File: src/common/lrsc_pkg.sv
// ****************
// resonant half-bridge shift control: shared definitions
// ****************
package lrsc_pkg;

   // ****************
   // clock and timing
   // ****************
   localparam int unsigned CLK_HZ = 250_000_000; // hclk rate
   localparam int unsigned SS_TIMEOUT_MS = 100; // soft-start limit
   // soft-start limit in hclk cycles (25,000,000)
   localparam int unsigned SS_TIMEOUT_CYCLES =
      (CLK_HZ / 1000) * SS_TIMEOUT_MS;
   localparam int unsigned RESTART_US = 50; // non-latched fault pause
   localparam int unsigned RESTART_CYCLES =
      (CLK_HZ / 1_000_000) * RESTART_US;
   localparam int unsigned CS_DISC_US = 10; // stuck time for disconnect
   localparam int unsigned CS_DISC_CYCLES =
      (CLK_HZ / 1_000_000) * CS_DISC_US;
   localparam int unsigned LONG_W = 25; // long counter width
   localparam int unsigned DISC_W = 12; // disconnect counter width
   localparam int unsigned TMR_W = 11; // gate timer / shift width
   // a crossing seen within the synchroniser lag of a rise is zero
   localparam logic [10:0] ZC_LAT = 11'h003;

   // ****************
   // register byte offsets
   // ****************
   localparam logic [7:0] OFS_CTRL = 8'h00;
   localparam logic [7:0] OFS_DEADTIME = 8'h04;
   localparam logic [7:0] OFS_OLP = 8'h08;
   localparam logic [7:0] OFS_HARD_OVERCURRENT_FAULT = 8'h0c;
   localparam logic [7:0] OFS_ACP = 8'h10;
   localparam logic [7:0] OFS_SHIFT = 8'h14;
   localparam logic [7:0] OFS_STATUS = 8'h18;
   localparam logic [7:0] OFS_MEAS = 8'h1c;

   // ****************
   // control register bits
   // ****************
   localparam int unsigned CTRL_EN = 0; // run the converter
   localparam int unsigned CTRL_FB_SD_EN = 1; // feedback shutdown on
   localparam int unsigned CTRL_SOFT_ACP = 2; // soft anti-capacitive
   localparam int unsigned CTRL_HARD_ACP = 3; // hard anti-capacitive
   localparam int unsigned CTRL_OVP_EN = 4; // aux overvoltage on
   localparam int unsigned CTRL_DISC_EN = 5; // cs disconnect on
   localparam int unsigned CTRL_HYST = 6; // 0: 5 mV, 1: 10 mV
   localparam int unsigned CTRL_OLP_LATCH = 8;
   localparam int unsigned CTRL_HARD_OVERCURRENT_FAULT_LATCH = 9;
   localparam int unsigned CTRL_SST_LATCH = 10;
   localparam int unsigned CTRL_OVP_LATCH = 11;

   // ****************
   // fault indices (status and latch vectors)
   // ****************
   localparam int unsigned NFAULT = 7;
   localparam int unsigned F_OLP = 0; // overload_fault
   localparam int unsigned F_HARD_OVERCURRENT_FAULT = 1; // hard_overcurrent_fault
   localparam int unsigned F_SST = 2; // soft-start timeout
   localparam int unsigned F_OVP = 3; // aux overvoltage
   localparam int unsigned F_ACP = 4; // hard anti_capacitive_guard
   localparam int unsigned F_DISC = 5; // current-sense disconnect
   localparam int unsigned F_FB = 6; // feedback shutdown

   // ****************
   // reset values
   // ****************
   localparam logic [15:0] CTRL_RST = 16'h0000;
   localparam logic [7:0] DEADTIME_RST = 8'h10;
   localparam logic [7:0] OLP_THR_RST = 8'h80;
   localparam logic [15:0] OLP_TIME_RST = 16'h0100;
   localparam logic [7:0] HARD_OVERCURRENT_FAULT_LIM_RST = 8'h04;
   localparam logic [7:0] ACP_THR_RST = 8'h08;
   localparam logic [7:0] ACP_STEP_RST = 8'h04;
   localparam logic [10:0] SHIFT_MAX_RST = 11'h200;

   // ****************
   // ahb-lite
   // ****************
   localparam int unsigned HTRANS_ACTIVE = 1; // nonseq or seq
   localparam logic HRESP_OKAY = 1'b0;

   // ****************
   // types
   // ****************
   // comparator flags from the analog front end
   typedef struct packed {
      logic overload; // overload_comparator
      logic hard_current; // hard_current_comparator (700 mV)
      logic zero_cross; // zero_cross_detector level
      logic fb_low; // loop_error_feedback below 125 mV
      logic aux_ovp; // aux_winding_sense above 2.5 V
      logic cs_low; // tank_current_sense stuck at 0 V
      logic cs_high; // tank_current_sense stuck at 5 V
      logic regulated; // output has reached regulation
   } lrsc_cmp_t;

   // gate_event_state_machine states
   typedef enum logic [2:0] {
      G_OFF, G_HS_ON, G_DT_HL, G_LS_ON, G_DT_LH
   } lrsc_gate_t;

   // converter run phase
   typedef enum logic [1:0] {
      RUN_STOP, RUN_SOFT, RUN_REG
   } lrsc_run_t;

endpackage

File: src/rtl/lrsc_top.sv
`timescale 1ns/1ps
// Behaviour
// - overload in every period for check time: fault
// - hard current consecutive count trips shutdown
// - zero-cross feeds fsm; hysteresis selectable
// - time-shift derived from feedback ADC code
// - feedback low shuts down, restart soft-start
// - one bit enables feedback shutdown
// - one event-driven gate state machine, coupled halves
// - switching transitions only on zero-cross or timers; run start and stop also move the fsm
// - symmetric shift keeps duty at half
// - shift delays turn-off after zero-cross
// - short rise-to-zero-cross reduces time-shift
// - zero rise-to-zero-cross stops at once
// - soft and hard guards individually enabled
// - overload check time, then shutdown if persists
// - hard overcurrent latch is configurable
// - soft-start timeout fault, latch configurable
// - aux overvoltage fault, latchable, can disable
// - stuck current sense in soft-start latches
module lrsc_top
   import lrsc_pkg::*;
#(
   parameter int unsigned SS_TIMEOUT_CYC = SS_TIMEOUT_CYCLES,
   parameter int unsigned RESTART_CYC = RESTART_CYCLES
) (
   // clock and reset
   input wire logic hclk,
   input wire logic hresetn,
   // ahb-lite slave
   input wire logic hsel,
   input wire logic [31:0] haddr,
   input wire logic [1:0] htrans,
   input wire logic hwrite,
   input wire logic [2:0] hsize,
   input wire logic [31:0] hwdata,
   input wire logic hready,
   output logic hreadyout,
   output logic hresp,
   output logic [31:0] hrdata,
   // analog front end
   input wire lrsc_cmp_t cmp_raw,
   input wire logic [9:0] loop_error_feedback,
   output logic zcd_hyst_sel,
   output logic [7:0] overload_threshold,
   // half-bridge gates
   output logic high_side_gate_out,
   output logic low_side_gate_out
);

   // ****************
   // state
   // ****************
   typedef struct packed {
      lrsc_cmp_t sync1; // first synchroniser stage
      lrsc_cmp_t sync2; // second synchroniser stage
      logic zc_prev; // last zero-cross level
      logic [15:0] ctrl; // control bits
      logic [7:0] deadtime; // dead time minus one, in cycles
      logic [7:0] olp_thr; // overload comparator threshold code
      logic [15:0] olp_time; // overload check time in periods
      logic [7:0] hard_overcurrent_fault_lim; // consecutive hard-current periods
      logic [7:0] acp_thr; // soft guard threshold, cycles
      logic [7:0] acp_step; // soft guard shift reduction step
      logic [10:0] shift_max; // upper clamp of time-shift
      logic hsel_d; // data phase pending
      logic hwrite_d; // data phase is a write
      logic [7:0] addr_d; // data phase address
      logic [31:0] rdata; // read data
      lrsc_gate_t gate; // gate fsm state
      lrsc_run_t run; // run phase
      logic [10:0] tmr; // gate timer
      logic zc_seen; // zero-cross seen this half
      logic [10:0] meas; // last rise-to-zero-cross time
      logic [10:0] shift_cyc; // shift held for the whole period
      logic [10:0] acp_red; // soft guard reduction
      logic [10:0] ss_ramp; // soft-start shift ceiling
      logic olp_hit; // overload seen this period
      logic ocp_hit; // hard current seen this period
      logic [15:0] olp_cnt; // periods in overload
      logic [7:0] ocp_cnt; // consecutive hard-current periods
      logic [24:0] ss_cnt; // soft-start elapsed cycles
      logic [11:0] disc_cnt; // stuck current-sense cycles
      logic [24:0] rst_cnt; // restart pause
      logic [6:0] sticky; // fault history, write one to clear
      logic [6:0] latched; // faults held until reset
      logic hs; // high side gate
      logic ls; // low side gate
   } lrsc_state_t;

   lrsc_state_t s; // registered state
   lrsc_state_t next_s; // next state

   // ****************
   // fixed bus answers
   // ****************
   // every transfer completes with no wait state and an okay
   assign hreadyout = 1'b1;
   assign hresp = HRESP_OKAY;
   assign hrdata = s.rdata;
   assign zcd_hyst_sel = s.ctrl[CTRL_HYST];
   assign overload_threshold = s.olp_thr;
   assign high_side_gate_out = s.hs;
   assign low_side_gate_out = s.ls;

   // ****************
   // register read mux
   // ****************
   function automatic logic [31:0] read_reg(input lrsc_state_t st,
                                            input logic [7:0] a);
      logic [31:0] v;
      v = 32'h0000_0000;
      unique case (a)
         OFS_CTRL: v = {16'h0000, st.ctrl};
         OFS_DEADTIME: v = {24'h00_0000, st.deadtime};
         OFS_OLP: v = {8'h00, st.olp_thr, st.olp_time};
         OFS_HARD_OVERCURRENT_FAULT: v = {24'h00_0000, st.hard_overcurrent_fault_lim};
         OFS_ACP: v = {16'h0000, st.acp_step, st.acp_thr};
         OFS_SHIFT: v = {21'h00_0000, st.shift_max};
         OFS_STATUS: v = {17'h0_0000, st.latched, 1'b0, st.sticky};
         OFS_MEAS: v = {3'(st.gate), 2'(st.run), st.meas, 5'h00,
                        st.shift_cyc};
         default: v = 32'h0000_0000; // unmapped reads as zero
      endcase
      return v;
   endfunction

   // ****************
   // next-state logic
   // ****************
   always_comb begin
      lrsc_cmp_t c;
      logic zc_evt;
      logic addr_ok;
      logic [6:0] clr;
      logic [6:0] fset;
      logic [6:0] lmask;
      logic stop;
      logic on_st;
      logic period_start;
      logic [10:0] tgt;
      logic [10:0] sh;
      logic [10:0] dt;
      logic [11:0] red_sum;
      c = s.sync2;
      zc_evt = 1'b0;
      addr_ok = 1'b0;
      clr = 7'h00;
      fset = 7'h00;
      lmask = 7'h00;
      stop = 1'b0;
      on_st = 1'b0;
      period_start = 1'b0;
      tgt = 11'h000;
      sh = 11'h000;
      dt = 11'h000;
      red_sum = 12'h000;
      next_s = s;

      // two-stage synchroniser for every comparator flag
      next_s.sync1 = cmp_raw;
      next_s.sync2 = s.sync1;

      zc_evt = c.zero_cross ^ s.zc_prev;
      next_s.zc_prev = c.zero_cross;

      // ---------------- bus data phase: writes ----------------
      if (s.hsel_d && s.hwrite_d) begin
         unique case (s.addr_d)
            OFS_CTRL: next_s.ctrl = hwdata[15:0];
            OFS_DEADTIME: next_s.deadtime = hwdata[7:0];
            OFS_OLP: begin
               next_s.olp_time = hwdata[15:0];
               next_s.olp_thr = hwdata[23:16];
            end
            OFS_HARD_OVERCURRENT_FAULT: next_s.hard_overcurrent_fault_lim = hwdata[7:0];
            OFS_ACP: begin
               next_s.acp_thr = hwdata[7:0];
               next_s.acp_step = hwdata[15:8];
            end
            OFS_SHIFT: next_s.shift_max = hwdata[10:0];
            OFS_STATUS: clr = hwdata[6:0];
            default: ; // unmapped or read-only: ignored
         endcase
      end

      // ---------------- bus address phase ----------------
      // read data is fetched here so it leaves from a flop
      addr_ok = hsel && hready && htrans[HTRANS_ACTIVE];
      next_s.hsel_d = addr_ok;
      next_s.hwrite_d = hwrite;
      next_s.addr_d = {haddr[7:2], 2'b00};
      if (addr_ok && !hwrite) begin
         next_s.rdata = read_reg(s, {haddr[7:2], 2'b00});
      end

      // ---------------- time-shift target ----------------
      // shift from feedback code, clamped
      tgt = ({1'b0, loop_error_feedback} > s.shift_max) ?
            s.shift_max : {1'b0, loop_error_feedback};
      // soft-start lets the shift grow one step per period
      if (s.run == RUN_SOFT && s.ss_ramp < tgt) begin
         tgt = s.ss_ramp;
      end
      sh = (tgt > s.acp_red) ? tgt - s.acp_red : 11'h000;
      dt = {3'b000, s.deadtime};

      // ---------------- level faults ----------------
      // aux overvoltage, can be disabled
      fset[F_OVP] = s.ctrl[CTRL_OVP_EN] && c.aux_ovp;
      fset[F_FB] = s.ctrl[CTRL_FB_SD_EN] && c.fb_low;

      if (s.run == RUN_SOFT && s.ctrl[CTRL_DISC_EN] &&
          (c.cs_low || c.cs_high)) begin
         next_s.disc_cnt = s.disc_cnt + 12'h001;
         fset[F_DISC] = (s.disc_cnt >= DISC_W'(CS_DISC_CYCLES - 1));
      end else begin
         next_s.disc_cnt = 12'h000;
      end

      if (s.run == RUN_SOFT) begin
         next_s.ss_cnt = s.ss_cnt + 25'h000_0001;
         if (c.regulated) begin
            next_s.run = RUN_REG;
         end else if (s.ss_cnt >= LONG_W'(SS_TIMEOUT_CYC - 1)) begin
            fset[F_SST] = 1'b1;
         end
      end

      // ---------------- per-period current checks ----------------
      if (s.gate != G_OFF) begin
         if (c.overload) begin
            next_s.olp_hit = 1'b1;
         end
         if (c.hard_current) begin
            next_s.ocp_hit = 1'b1;
         end
      end

      // ---------------- gate event state machine ----------------
      // coupled high/low halves
      on_st = (s.gate == G_HS_ON) || (s.gate == G_LS_ON);
      unique case (s.gate)
         G_OFF: begin
            next_s.tmr = 11'h000;
         end
         G_DT_LH, G_DT_HL: begin
            next_s.tmr = s.tmr + 11'h001;
            if (s.tmr >= dt) begin
               next_s.tmr = 11'h000;
               next_s.zc_seen = 1'b0;
               next_s.gate = (s.gate == G_DT_LH) ? G_HS_ON : G_LS_ON;
               period_start = (s.gate == G_DT_LH);
            end
         end
         G_HS_ON, G_LS_ON: begin
            if (!s.zc_seen) begin
               // measuring gate rise to zero-cross
               if (s.tmr != {TMR_W{1'b1}}) begin
                  next_s.tmr = s.tmr + 11'h001;
               end
               if (zc_evt) begin
                  next_s.zc_seen = 1'b1;
                  next_s.meas = s.tmr;
                  next_s.tmr = 11'h000;
                  fset[F_ACP] = s.ctrl[CTRL_HARD_ACP] &&
                                (s.tmr <= ZC_LAT);
                  if (s.ctrl[CTRL_SOFT_ACP] &&
                      s.tmr < {3'b000, s.acp_thr}) begin
                     red_sum = {1'b0, s.acp_red} +
                               {4'h0, s.acp_step};
                     next_s.acp_red = red_sum[11] ?
                        {TMR_W{1'b1}} : red_sum[10:0];
                  end
               end
            end else begin
               next_s.tmr = s.tmr + 11'h001;
               if (s.tmr >= s.shift_cyc) begin
                  next_s.tmr = 11'h000;
                  next_s.gate = (s.gate == G_HS_ON) ? G_DT_HL : G_DT_LH;
               end
            end
         end
      endcase

      // ---------------- period boundary ----------------
      if (period_start) begin
         next_s.shift_cyc = sh;
         if (s.ss_ramp != {TMR_W{1'b1}}) begin
            next_s.ss_ramp = s.ss_ramp + 11'h001;
         end
         // soft guard relaxes slowly when the margin returns
         if (s.acp_red != 11'h000 && next_s.acp_red == s.acp_red) begin
            next_s.acp_red = s.acp_red - 11'h001;
         end
         if (s.olp_hit) begin
            next_s.olp_cnt = s.olp_cnt + 16'h0001;
            fset[F_OLP] = (next_s.olp_cnt >= s.olp_time);
         end else begin
            next_s.olp_cnt = 16'h0000;
         end
         if (s.ocp_hit) begin
            next_s.ocp_cnt = s.ocp_cnt + 8'h01;
            fset[F_HARD_OVERCURRENT_FAULT] = (next_s.ocp_cnt >= s.hard_overcurrent_fault_lim);
         end else begin
            next_s.ocp_cnt = 8'h00;
         end
         next_s.olp_hit = 1'b0;
         next_s.ocp_hit = 1'b0;
      end

      // ---------------- fault bookkeeping ----------------
      // latch selection
      lmask[F_OLP] = s.ctrl[CTRL_OLP_LATCH];
      lmask[F_HARD_OVERCURRENT_FAULT] = s.ctrl[CTRL_HARD_OVERCURRENT_FAULT_LATCH];
      lmask[F_SST] = s.ctrl[CTRL_SST_LATCH];
      lmask[F_OVP] = s.ctrl[CTRL_OVP_LATCH];
      lmask[F_DISC] = 1'b1;
      // a fault arriving with a clear still shows: set wins
      next_s.sticky = (s.sticky & ~clr) | fset;
      next_s.latched = s.latched | (fset & lmask);

      // non-latched event faults pause then restart
      if (|(fset & ~lmask)) begin
         next_s.rst_cnt = LONG_W'(RESTART_CYC);
      end else if (s.rst_cnt != 25'h000_0000) begin
         next_s.rst_cnt = s.rst_cnt - 25'h000_0001;
      end

      stop = (|fset) || (|s.latched) || (s.rst_cnt != 25'h000_0000) ||
             !s.ctrl[CTRL_EN];

      // ---------------- run control ----------------
      if (stop) begin
         next_s.gate = G_OFF;
         next_s.run = RUN_STOP;
         next_s.tmr = 11'h000;
         next_s.olp_hit = 1'b0;
         next_s.ocp_hit = 1'b0;
         next_s.olp_cnt = 16'h0000;
         next_s.ocp_cnt = 8'h00;
      end else if (s.run == RUN_STOP) begin
         next_s.run = RUN_SOFT;
         next_s.gate = G_DT_LH;
         next_s.tmr = 11'h000;
         next_s.ss_cnt = 25'h000_0000;
         next_s.ss_ramp = 11'h000;
         next_s.acp_red = 11'h000;
         next_s.shift_cyc = 11'h000;
      end

      next_s.hs = (next_s.gate == G_HS_ON);
      next_s.ls = (next_s.gate == G_LS_ON);
   end

   // ****************
   // state register
   // ****************
   always_ff @(posedge hclk or negedge hresetn) begin
      if (!hresetn) begin
         s <= '0;
         s.ctrl <= CTRL_RST;
         s.deadtime <= DEADTIME_RST;
         s.olp_thr <= OLP_THR_RST;
         s.olp_time <= OLP_TIME_RST;
         s.hard_overcurrent_fault_lim <= HARD_OVERCURRENT_FAULT_LIM_RST;
         s.acp_thr <= ACP_THR_RST;
         s.acp_step <= ACP_STEP_RST;
         s.shift_max <= SHIFT_MAX_RST;
         s.gate <= G_OFF;
         s.run <= RUN_STOP;
      end else begin
         s <= next_s;
      end
   end

endmodule

File: config.mk
export PLATFORM = sky130hd
export DESIGN_NAME = lrsc_top
export DESIGN_NICKNAME = d
export VERILOG_FILES = /design/src/common/lrsc_pkg.sv /design/src/rtl/lrsc_top.sv
export SDC_FILE = /design/constraint.sdc
export NUM_CORES = 1
export LEC_CHECK = 0
export BUFFER_PORTS_ARGS = -buffer_cell sky130_fd_sc_hd__buf_2
export CORE_MARGIN = 2
export CORE_UTILIZATION = 40
export DETAILED_ROUTE_END_ITERATION = 7
export HOLD_SLACK_MARGIN = 0.15
export PLACE_DENSITY = 0.57
export SLEW_MARGIN = 5
export SYNTH_ARGS = -nofsm -noshare
export SYNTH_HDL_FRONTEND = slang
export SYNTH_SLANG_ARGS = --single-unit
File: constraint.sdc
create_clock -name hclk -period 10.6 [get_ports hclk]
set_input_delay 1.59 -clock hclk [delete_from_list [all_inputs] [get_ports hclk]]
set_output_delay 1.59 -clock hclk [all_outputs]
set_load 0.01 [all_outputs]
==> summary.md, run 1 <==
| Metric | Value |
|---|---|
| Tot Pwr | `2.84 mW` |
| Largest net degree at the start of global routing | `105` |
| Max-cap check violation count | `0` |
| Post-layout min period | `7.14 ns` |
| Final Hold Violating Endpoints | `0` |
| Clock latency on the worst-skew pair | `0.56 ns` |
| Initial core utilization | `0.405` |
| PwrDens | `149 nW/µm²` |
| Synth warnings | `0` |
| Slew margin rel. | `0.185` |
| Slowest cell on the critical path | `a221oi_1` |
| CP Capture Point | `s[128]$_DFF_PN0_` |
| CTS clk-pin slew, worst paths | `0.06 ns` |
| R2R Path End | `s[128]$_DFF_PN0_` |
| RD Place Congestion | `0.895` |
| Hold path cells | `0` |
| DRT iter0 DRCs | `1,031` |
| Remaining DRCs | `0` |
| I/O Pins | `137` |
| Register bit total from synthesis | `303` |
| Global-route wire length before repair | `74,100 µm` |
| Post-Syn Area | `16,900 µm²` |
| P&R area growth vs syn | `12.4%` |
| Post-Synth XOR/XNOR Area | `0.0543` |
| Run status | `finished clean` |
| Vias in the first global route | `13,000` |
| Reg-to-reg setup timing slack | `4.00 ns` |
| RSZ-0062 raised after global routing | `false` |
| Combinational share of power | `0.084` |
| Crit. End Element | `register` |
| Slew Viols, Final | `0` |
| Number of flops mapped to enable cells by yosys | `0` |
| DIE AREA | `44,000 µm²` |
| Placed Cells | `2,314` |
| Part of the Yosys area used for sequential elements | `0.448` |
| Vias/cell | `5.55` |
| Post-Syn Area per Cell | `9.67 µm²` |
| Simple-gate share of the synthesized area | `0.168` |
| Initial antenna violation count | `2` |
| Clock net sink count | `303` |
| Clock share of power | `0.466` |
| Drt first pass iters | `7` |
| WL/cell | `19.2 µm` |
| Final period utilization | `0.674` |
| Switch share | `0.254` |
| Fin cells | `2,383` |
| CTS H-tree depth | `2` |
| Total track usage | `0.214` |
| I/O Buffers | `96` |
| Most used cell, CP | `ha_1` |
| CP Class | `primary input to register` |
| FILL cells | `4,022` |
| Synth Area in Compound Gates | `0.134` |
| Leakage | `8.99 nW` |
| Sequential power share | `0.450` |
| CTS tree | `built` |
| Min-delay worst type | `register to register` |
| Yosys cell types | `72` |
| Gate Count Post-Synth | `1,752` |
| CP peak stage delay | `0.87 ns` |
| CP startpoint kind | `primary input` |
| DPL Wire Length | `33,800 µm` |
| Fmax | `140 MHz` |
| Mux contribution to synthesized area | `0.0611` |
| Vias after detailed routing | `13,200` |
| Clock Skew | `0.0224 ns` |
| Post-CTS Setup Inserts | `0` |
| Post-CTS Resized | `0` |
| Worst vdd ir | `0.0882 mV` |
| Final nets | `2,006` |
| GR Overflow Total | `0` |
| Internal power | `2.12 mW` |
| Die Span X | `210 µm` |
| Crit-path max FO | `12` |
| Clock Path Buffers | `3` |
| Row cnt | `75` |
| Core outline area | `41,900 µm²` |
| Reg2reg start | `s[216]$_DFFE_PN1P_` |
| Worst Reg-to-Reg Cells | `25` |
| Setup TNS | `0 ns` |
| Least-Margin Pin Slew | `1.22 ns` |
| CTS Buf Count | `37` |
| Worst Path Arrival | `7.56 ns` |
| Async SR Flop Fraction | `1.00` |
| Die Y | `210 µm` |
| Final wirelength | `45,800 µm` |
| Main combinational cell family by area after synthesis | `simple AND/OR/NAND/NOR gates` |
| NetSw | `723 µW` |
| Hold_buf cts | `0` |
| # setup viols final | `0` |
| Root buffer cell | `clkbuf_16` |
| Synthesized-area fraction occupied by adder cells | `0.0747` |
| Critical path required time | `11.01 ns` |
| Synth Flop Type | `dfrtp_1` |
| Crit. Startpoint | `loop_error_feedback[9]` |
| Layout cells sized above 1 | `0.150` |
| ANT nets after route | `0` |
==> cells in the final DEF (no fill, tap or decap), types with 57 or more instances in the layout <==
master   instances
xnor2_1         57
ha_1            98
inv_1          115
dfrtp_1        296
nor2_1         142
nand2_1        192
buf_2           95
o21ai_0         87
mux2_2          60
==> layout make-up <==
| class | instances | area (µm²) | area share |
|---|---|---|---|
| multi-input cells | 1233 | 8380 | 0.440 |
| flip-flops and latches | 303 | 7590 | 0.398 |
| clock buffers | 50 | 1040 | 0.0548 |
| repair buffers | 124 | 701 | 0.0368 |
| well taps | 539 | 674 | 0.0354 |
| inverters | 115 | 432 | 0.0227 |
| clock inverters | 18 | 223 | 0.0117 |
| diodes | 1 | 2.50 | 0.000131 |
==> registers in the layout, summed over array words and instances, names as in the netlist <==
register and flops:
s 251, zcd_hyst_sel 1, low_side_gate_out 1, high_side_gate_out 1, overload_threshold 8, next_s 9
hrdata 32
==> cell usage after synthesis (all sizes together) (23+ instances only) <==
cell type	instances	area, µm²
inv	115	432
and3	28	175
mux2	60	676
nor2	145	547
xor2	48	420
buf	57	404
nor3	38	200
nand3	54	270
a22oi	54	405
a21oi	42	210
o21ai	87	435
a21o	23	173
clkbuf	45	169
nand2	192	721
mux2i	36	360
dfrtp	296	7410
nand4	28	175
xnor2	57	499
ha	98	1230
==> how the worst min path moves through the flow <==
| stage | startpoint | endpoint |
|---|---|---|
| 5_1_grt | next_s[292]$_DFF_PN0_ | s[292]$_DFF_PN0_ |
| 3_5_place_dp | next_s[292]$_DFF_PN0_ | s[292]$_DFF_PN0_ |
| 6_report | next_s[292]$_DFF_PN0_ | s[292]$_DFF_PN0_ |
| 2_1_floorplan | next_s[296]$_DFF_PN0_ | next_s[290]$_DFF_PN0_ |
| 3_3_place_gp | next_s[294]$_DFF_PN0_ | s[294]$_DFF_PN0_ |
| 4_1_cts | next_s[292]$_DFF_PN0_ | s[292]$_DFF_PN0_ |
==> stage by stage <==
step	utilization	hold WS, ns	area (µm²)	setup WS [ns]
global route	0.455	0.354	19000	2.94
finish	0.455	0.346	19100	3.46
CTS	0.455	0.349	19000	3.48
floorplan	-	0.331	17000	3.85
global placement	0.425	0.332	17800	3.01
detailed placement	0.425	0.335	17800	2.92
==> routing by layer <==
layer / global-route usage / part of all wire / up-vias
li1: - / - / 6301
met1: 0.302 / 0.48 / 6503
met2: 0.333 / 0.44 / 326
met3: 0.0389 / 0.049 / 90
met4: 0.0731 / 0.031 / 2
met5: 0 / 0.00037 / -
==> logic make-up (layout without fill, tap and decap cells) <==
logic type	Yosys count	count (layout)
flops	303	303
fa+ha+maj	100	100
compound gates	333	333
xor+xnor	105	105
buf+inv	217	307
other cells	2	4
mux	96	96
simple gates	596	596
==> power groups by stage <==
stage               sequential, mW  combinational [mW]  clock, mW
finish                        1.28               0.239       1.32
global placement              1.30               0.235          0
floorplan                     1.28               0.163          0
detailed placement            1.30               0.241          0
global route                  1.29               0.276       1.41
CTS                           1.28               0.243       1.36
==> critical path: cells and delay by family <==
kind / cells / cell delay [ns]
compound gates: 10 / 2.45
fa+ha+maj: 3 / 0.87
buf+inv: 3 / 0.63
mux: 2 / 0.62
simple gates: 7 / 1.39
No activity file was read; power rests on OpenSTA's default activity.
==> run 2, diff against run 1 <==
==> constraint.sdc (replaced) <==
create_clock -name hclk -period 6.7 [get_ports hclk]
set_input_delay 1.005 -clock hclk [delete_from_list [all_inputs] [get_ports hclk]]
set_output_delay 1.005 -clock hclk [all_outputs]
set_load 0.01 [all_outputs]
==> run 2 against run 1 <==
Against the previous run: setup slack worse by 2.8 ns; core utilization hardly changed; non-clock buffer count is 1 higher; wire length is 0.27% higher; sequential power is 58% higher; total power is 58% higher; sequential share of layout area hardly changed; global-route usage is 0.35 points lower; register-to-register slack worse by 3.4 ns; critical path depth is 1 lower; clock power is 58% higher; hold slack worse by 0.0018 ns; largest cell class unchanged.
==> summary.md, run 2 (same netlist as run 1, synthesis figures left out) <==
| Metric | Value |
|---|---|
| Post-CTS Setup Inserts | `0 (unchanged)` |
| Dpl ws | `0.182 ns (-2.74 ns)` |
| Total track usage | `0.211 (-0.00346)` |
| Placed Cells | `2,315 (+0.043%)` |
| CTS clk-pin slew, worst paths | `0.06 ns (about the same)` |
| Final Cell Area | `19,100 µm² (about the same)` |
| Global-route wire length before repair | `73,000 µm (-1.6%)` |
| Clock Skew | `0.0274 ns (+0.00505 ns)` |
| Routing usage on met3 | `0.0364 (-0.00254)` |
| CP Capture Point | `s[129]$_DFF_PN0_` |
| Worst Reg-to-Reg Cells | `24 (-4.0%)` |
| Root buffer cell | `clkbuf_16` |
| WHS | `0.345 ns (-0.00180 ns)` |
| Commonest non-fill, non-tap cell in the layout | `dfrtp_1` |
| Most Crowded Layer GR | `met2` |
| Min-delay worst type | `register to register` |
| Slew margin rel. | `0.170 (-0.0151)` |
| Clock net sink count | `303 (unchanged)` |
| Initial core utilization | `0.405 (unchanged)` |
| Placed cell areas | `17,800 µm² (+0.11%)` |
| Critical path required time | `7.11 ns (-3.90 ns)` |
| Met1 usage | `0.299 (-0.00344)` |
| Clock Path Buffers | `3 (unchanged)` |
| Die Y | `210 µm (unchanged)` |
| ANT nets after route | `0 (unchanged)` |
| Max-cap check violation count | `0 (unchanged)` |
| Hold_buf cts | `0 (unchanged)` |
| Most frequent cells in the layout | `dfrtp_1, nand2_1, nor2_1` |
| Post-CTS Resized | `0 (unchanged)` |
| Least-Margin Pin Slew | `1.24 ns (+0.0226 ns)` |
| Largest net degree at the start of global routing | `129 (+23%)` |
| Layout cells sized above 1 | `0.148 (-0.00139)` |
| Tot Pwr | `4.49 mW (+58%)` |
| Largest register FFs | `251 (unchanged)` |
| Remaining DRCs | `0 (unchanged)` |
| Reg2reg start | `s[216]$_DFFE_PN1P_` |
| Post-layout min period | `6.06 ns` |
| Vias/cell | `5.55 (about the same)` |
| Setup TNS | `0 ns (unchanged)` |
| Initial antenna violation count | `1 (-1)` |
| Fin cells | `2,380 (-0.13%)` |
| CTS tree | `built` |
| PwrDens | `235 nW/µm² (+58%)` |
| # setup viols final | `0 (unchanged)` |
| RSZ-0062 raised after global routing | `false` |
| Row cnt | `75 (unchanged)` |
| Crit. Startpoint | `s[216]$_DFFE_PN1P_` |
| Crit-path max FO | `10 (-2)` |
| Run status | `finished clean` |
| Hold path cells | `0 (unchanged)` |
| Vias after detailed routing | `13,200 (-0.14%)` |
| Final WS setup | `0.642 ns (-2.81 ns)` |
| Final nets | `2,007 (+0.050%)` |
| RD Place Congestion | `0.891 (-0.46%)` |
| Reg with most FFs | `s` |
| CP Class | `register to register` |
| CTS H-tree depth | `2 (unchanged)` |
| Final Hold Violating Endpoints | `0 (unchanged)` |
| DIE AREA | `44,000 µm² (unchanged)` |
| Met2 Usage GRT | `0.328 (-0.00516)` |
| I/O Buffers | `96 (unchanged)` |
| CP startpoint kind | `register` |
| Vias in the first global route | `12,900 (-1.1%)` |
| Clock latency on the worst-skew pair | `0.55 ns (about the same)` |
| Fmax | `165 MHz` |
| Leakage | `9.00 nW (about the same)` |
| WL/cell | `19.3 µm (+0.39%)` |
| CTS Buf Count | `37 (unchanged)` |
| R2R Path End | `s[129]$_DFF_PN0_` |
| Worst vdd ir | `0.174 mV (+97%)` |
| Final wirelength | `45,900 µm (+0.27%)` |
| Core outline area | `41,900 µm² (unchanged)` |
| DPL Wire Length | `33,900 µm (+0.44%)` |
| I/O Pins | `137 (unchanged)` |
| Worst Path Arrival | `6.47 ns (-1.09 ns)` |
| Drt first pass iters | `5 (-2)` |
| Post-route core utilization | `0.456 (about the same)` |
| P&R area growth vs syn | `12.5% (about the same)` |
| Final period utilization | `0.904` |
| DRT iter0 DRCs | `1,003 (-2.7%)` |
| Die Span X | `210 µm (unchanged)` |
| Slew Viols, Final | `0 (unchanged)` |
| Reg-to-reg setup timing slack | `0.64 ns (-3.36 ns)` |
| Crit. End Element | `register` |
| GR Overflow Total | `0 (unchanged)` |
-- run 2: changes by cell type in the layout (fill, tap and decap cells not counted), sizes merged --
cell	delta
clkinv	-4
inv	-3
buf	+1
clkbuf	+3
-- run 2: report_power, final --
group / internal (mW) / switching [mW]
sequential: 1.93 / 0.0936
clock: 1.29 / 0.798
combinational: 0.163 / 0.214
-- run 2: area by class of cell --
class | instances | area [µm²]
Multi-Input combinational cell | 1233 | 8380
Clock inverter | 11 | 169
Antenna cell | 1 | 2.50
Sequential cell | 303 | 7590
Inverter | 115 | 432
Fill cell | 4002 | 22800
Tap cell | 539 | 674
Timing Repair Buffer | 125 | 721
Clock buffer | 53 | 1100
-- run 2: worst min-delay path by stage --
stage / startpoint / end / slack [ns]
2_1_floorplan: next_s[296]$_DFF_PN0_ / next_s[290]$_DFF_PN0_ / 0.33
3_3_place_gp: next_s[291]$_DFF_PN0_ / s[291]$_DFF_PN0_ / 0.33
3_5_place_dp: next_s[291]$_DFF_PN0_ / s[291]$_DFF_PN0_ / 0.33
4_1_cts: next_s[295]$_DFF_PN0_ / s[295]$_DFF_PN0_ / 0.35
5_1_grt: next_s[293]$_DFF_PN0_ / s[293]$_DFF_PN0_ / 0.35
6_report: next_s[295]$_DFF_PN0_ / s[295]$_DFF_PN0_ / 0.34
-- run 2: worst max-delay path, cell delays in order (launching register included) --
cell and delay (ns):
dfstp_2 0.57, inv_1 0.07, ha_1 0.29, nand3_1 0.10, nor2_1 0.15, o221ai_1 0.13
a221oi_1 0.43, buf_4 0.20, mux2i_1 0.28, ha_1 0.22, o21ai_0 0.09, o21bai_1 0.13
a211oi_1 0.09, o21ai_0 0.26, nor3b_1 0.08, a21oi_1 0.56, mux2_2 0.42, ha_1 0.30
nor2b_1 0.15, o211ai_1 0.33, a311oi_1 0.15, or3_1 0.39, and3_1 0.30, a22oi_1 0.19
nor2_1 0.06
-- run 2: layer usage --
layer / share of wire / routed length, µm / up-vias
li1: - / - / 6276
met3: 0.060 / 2750 / 76
met1: 0.47 / 21500 / 6501
met2: 0.44 / 20400 / 348
met4: 0.028 / 1280 / 2
met5: 0.00037 / 17 / -
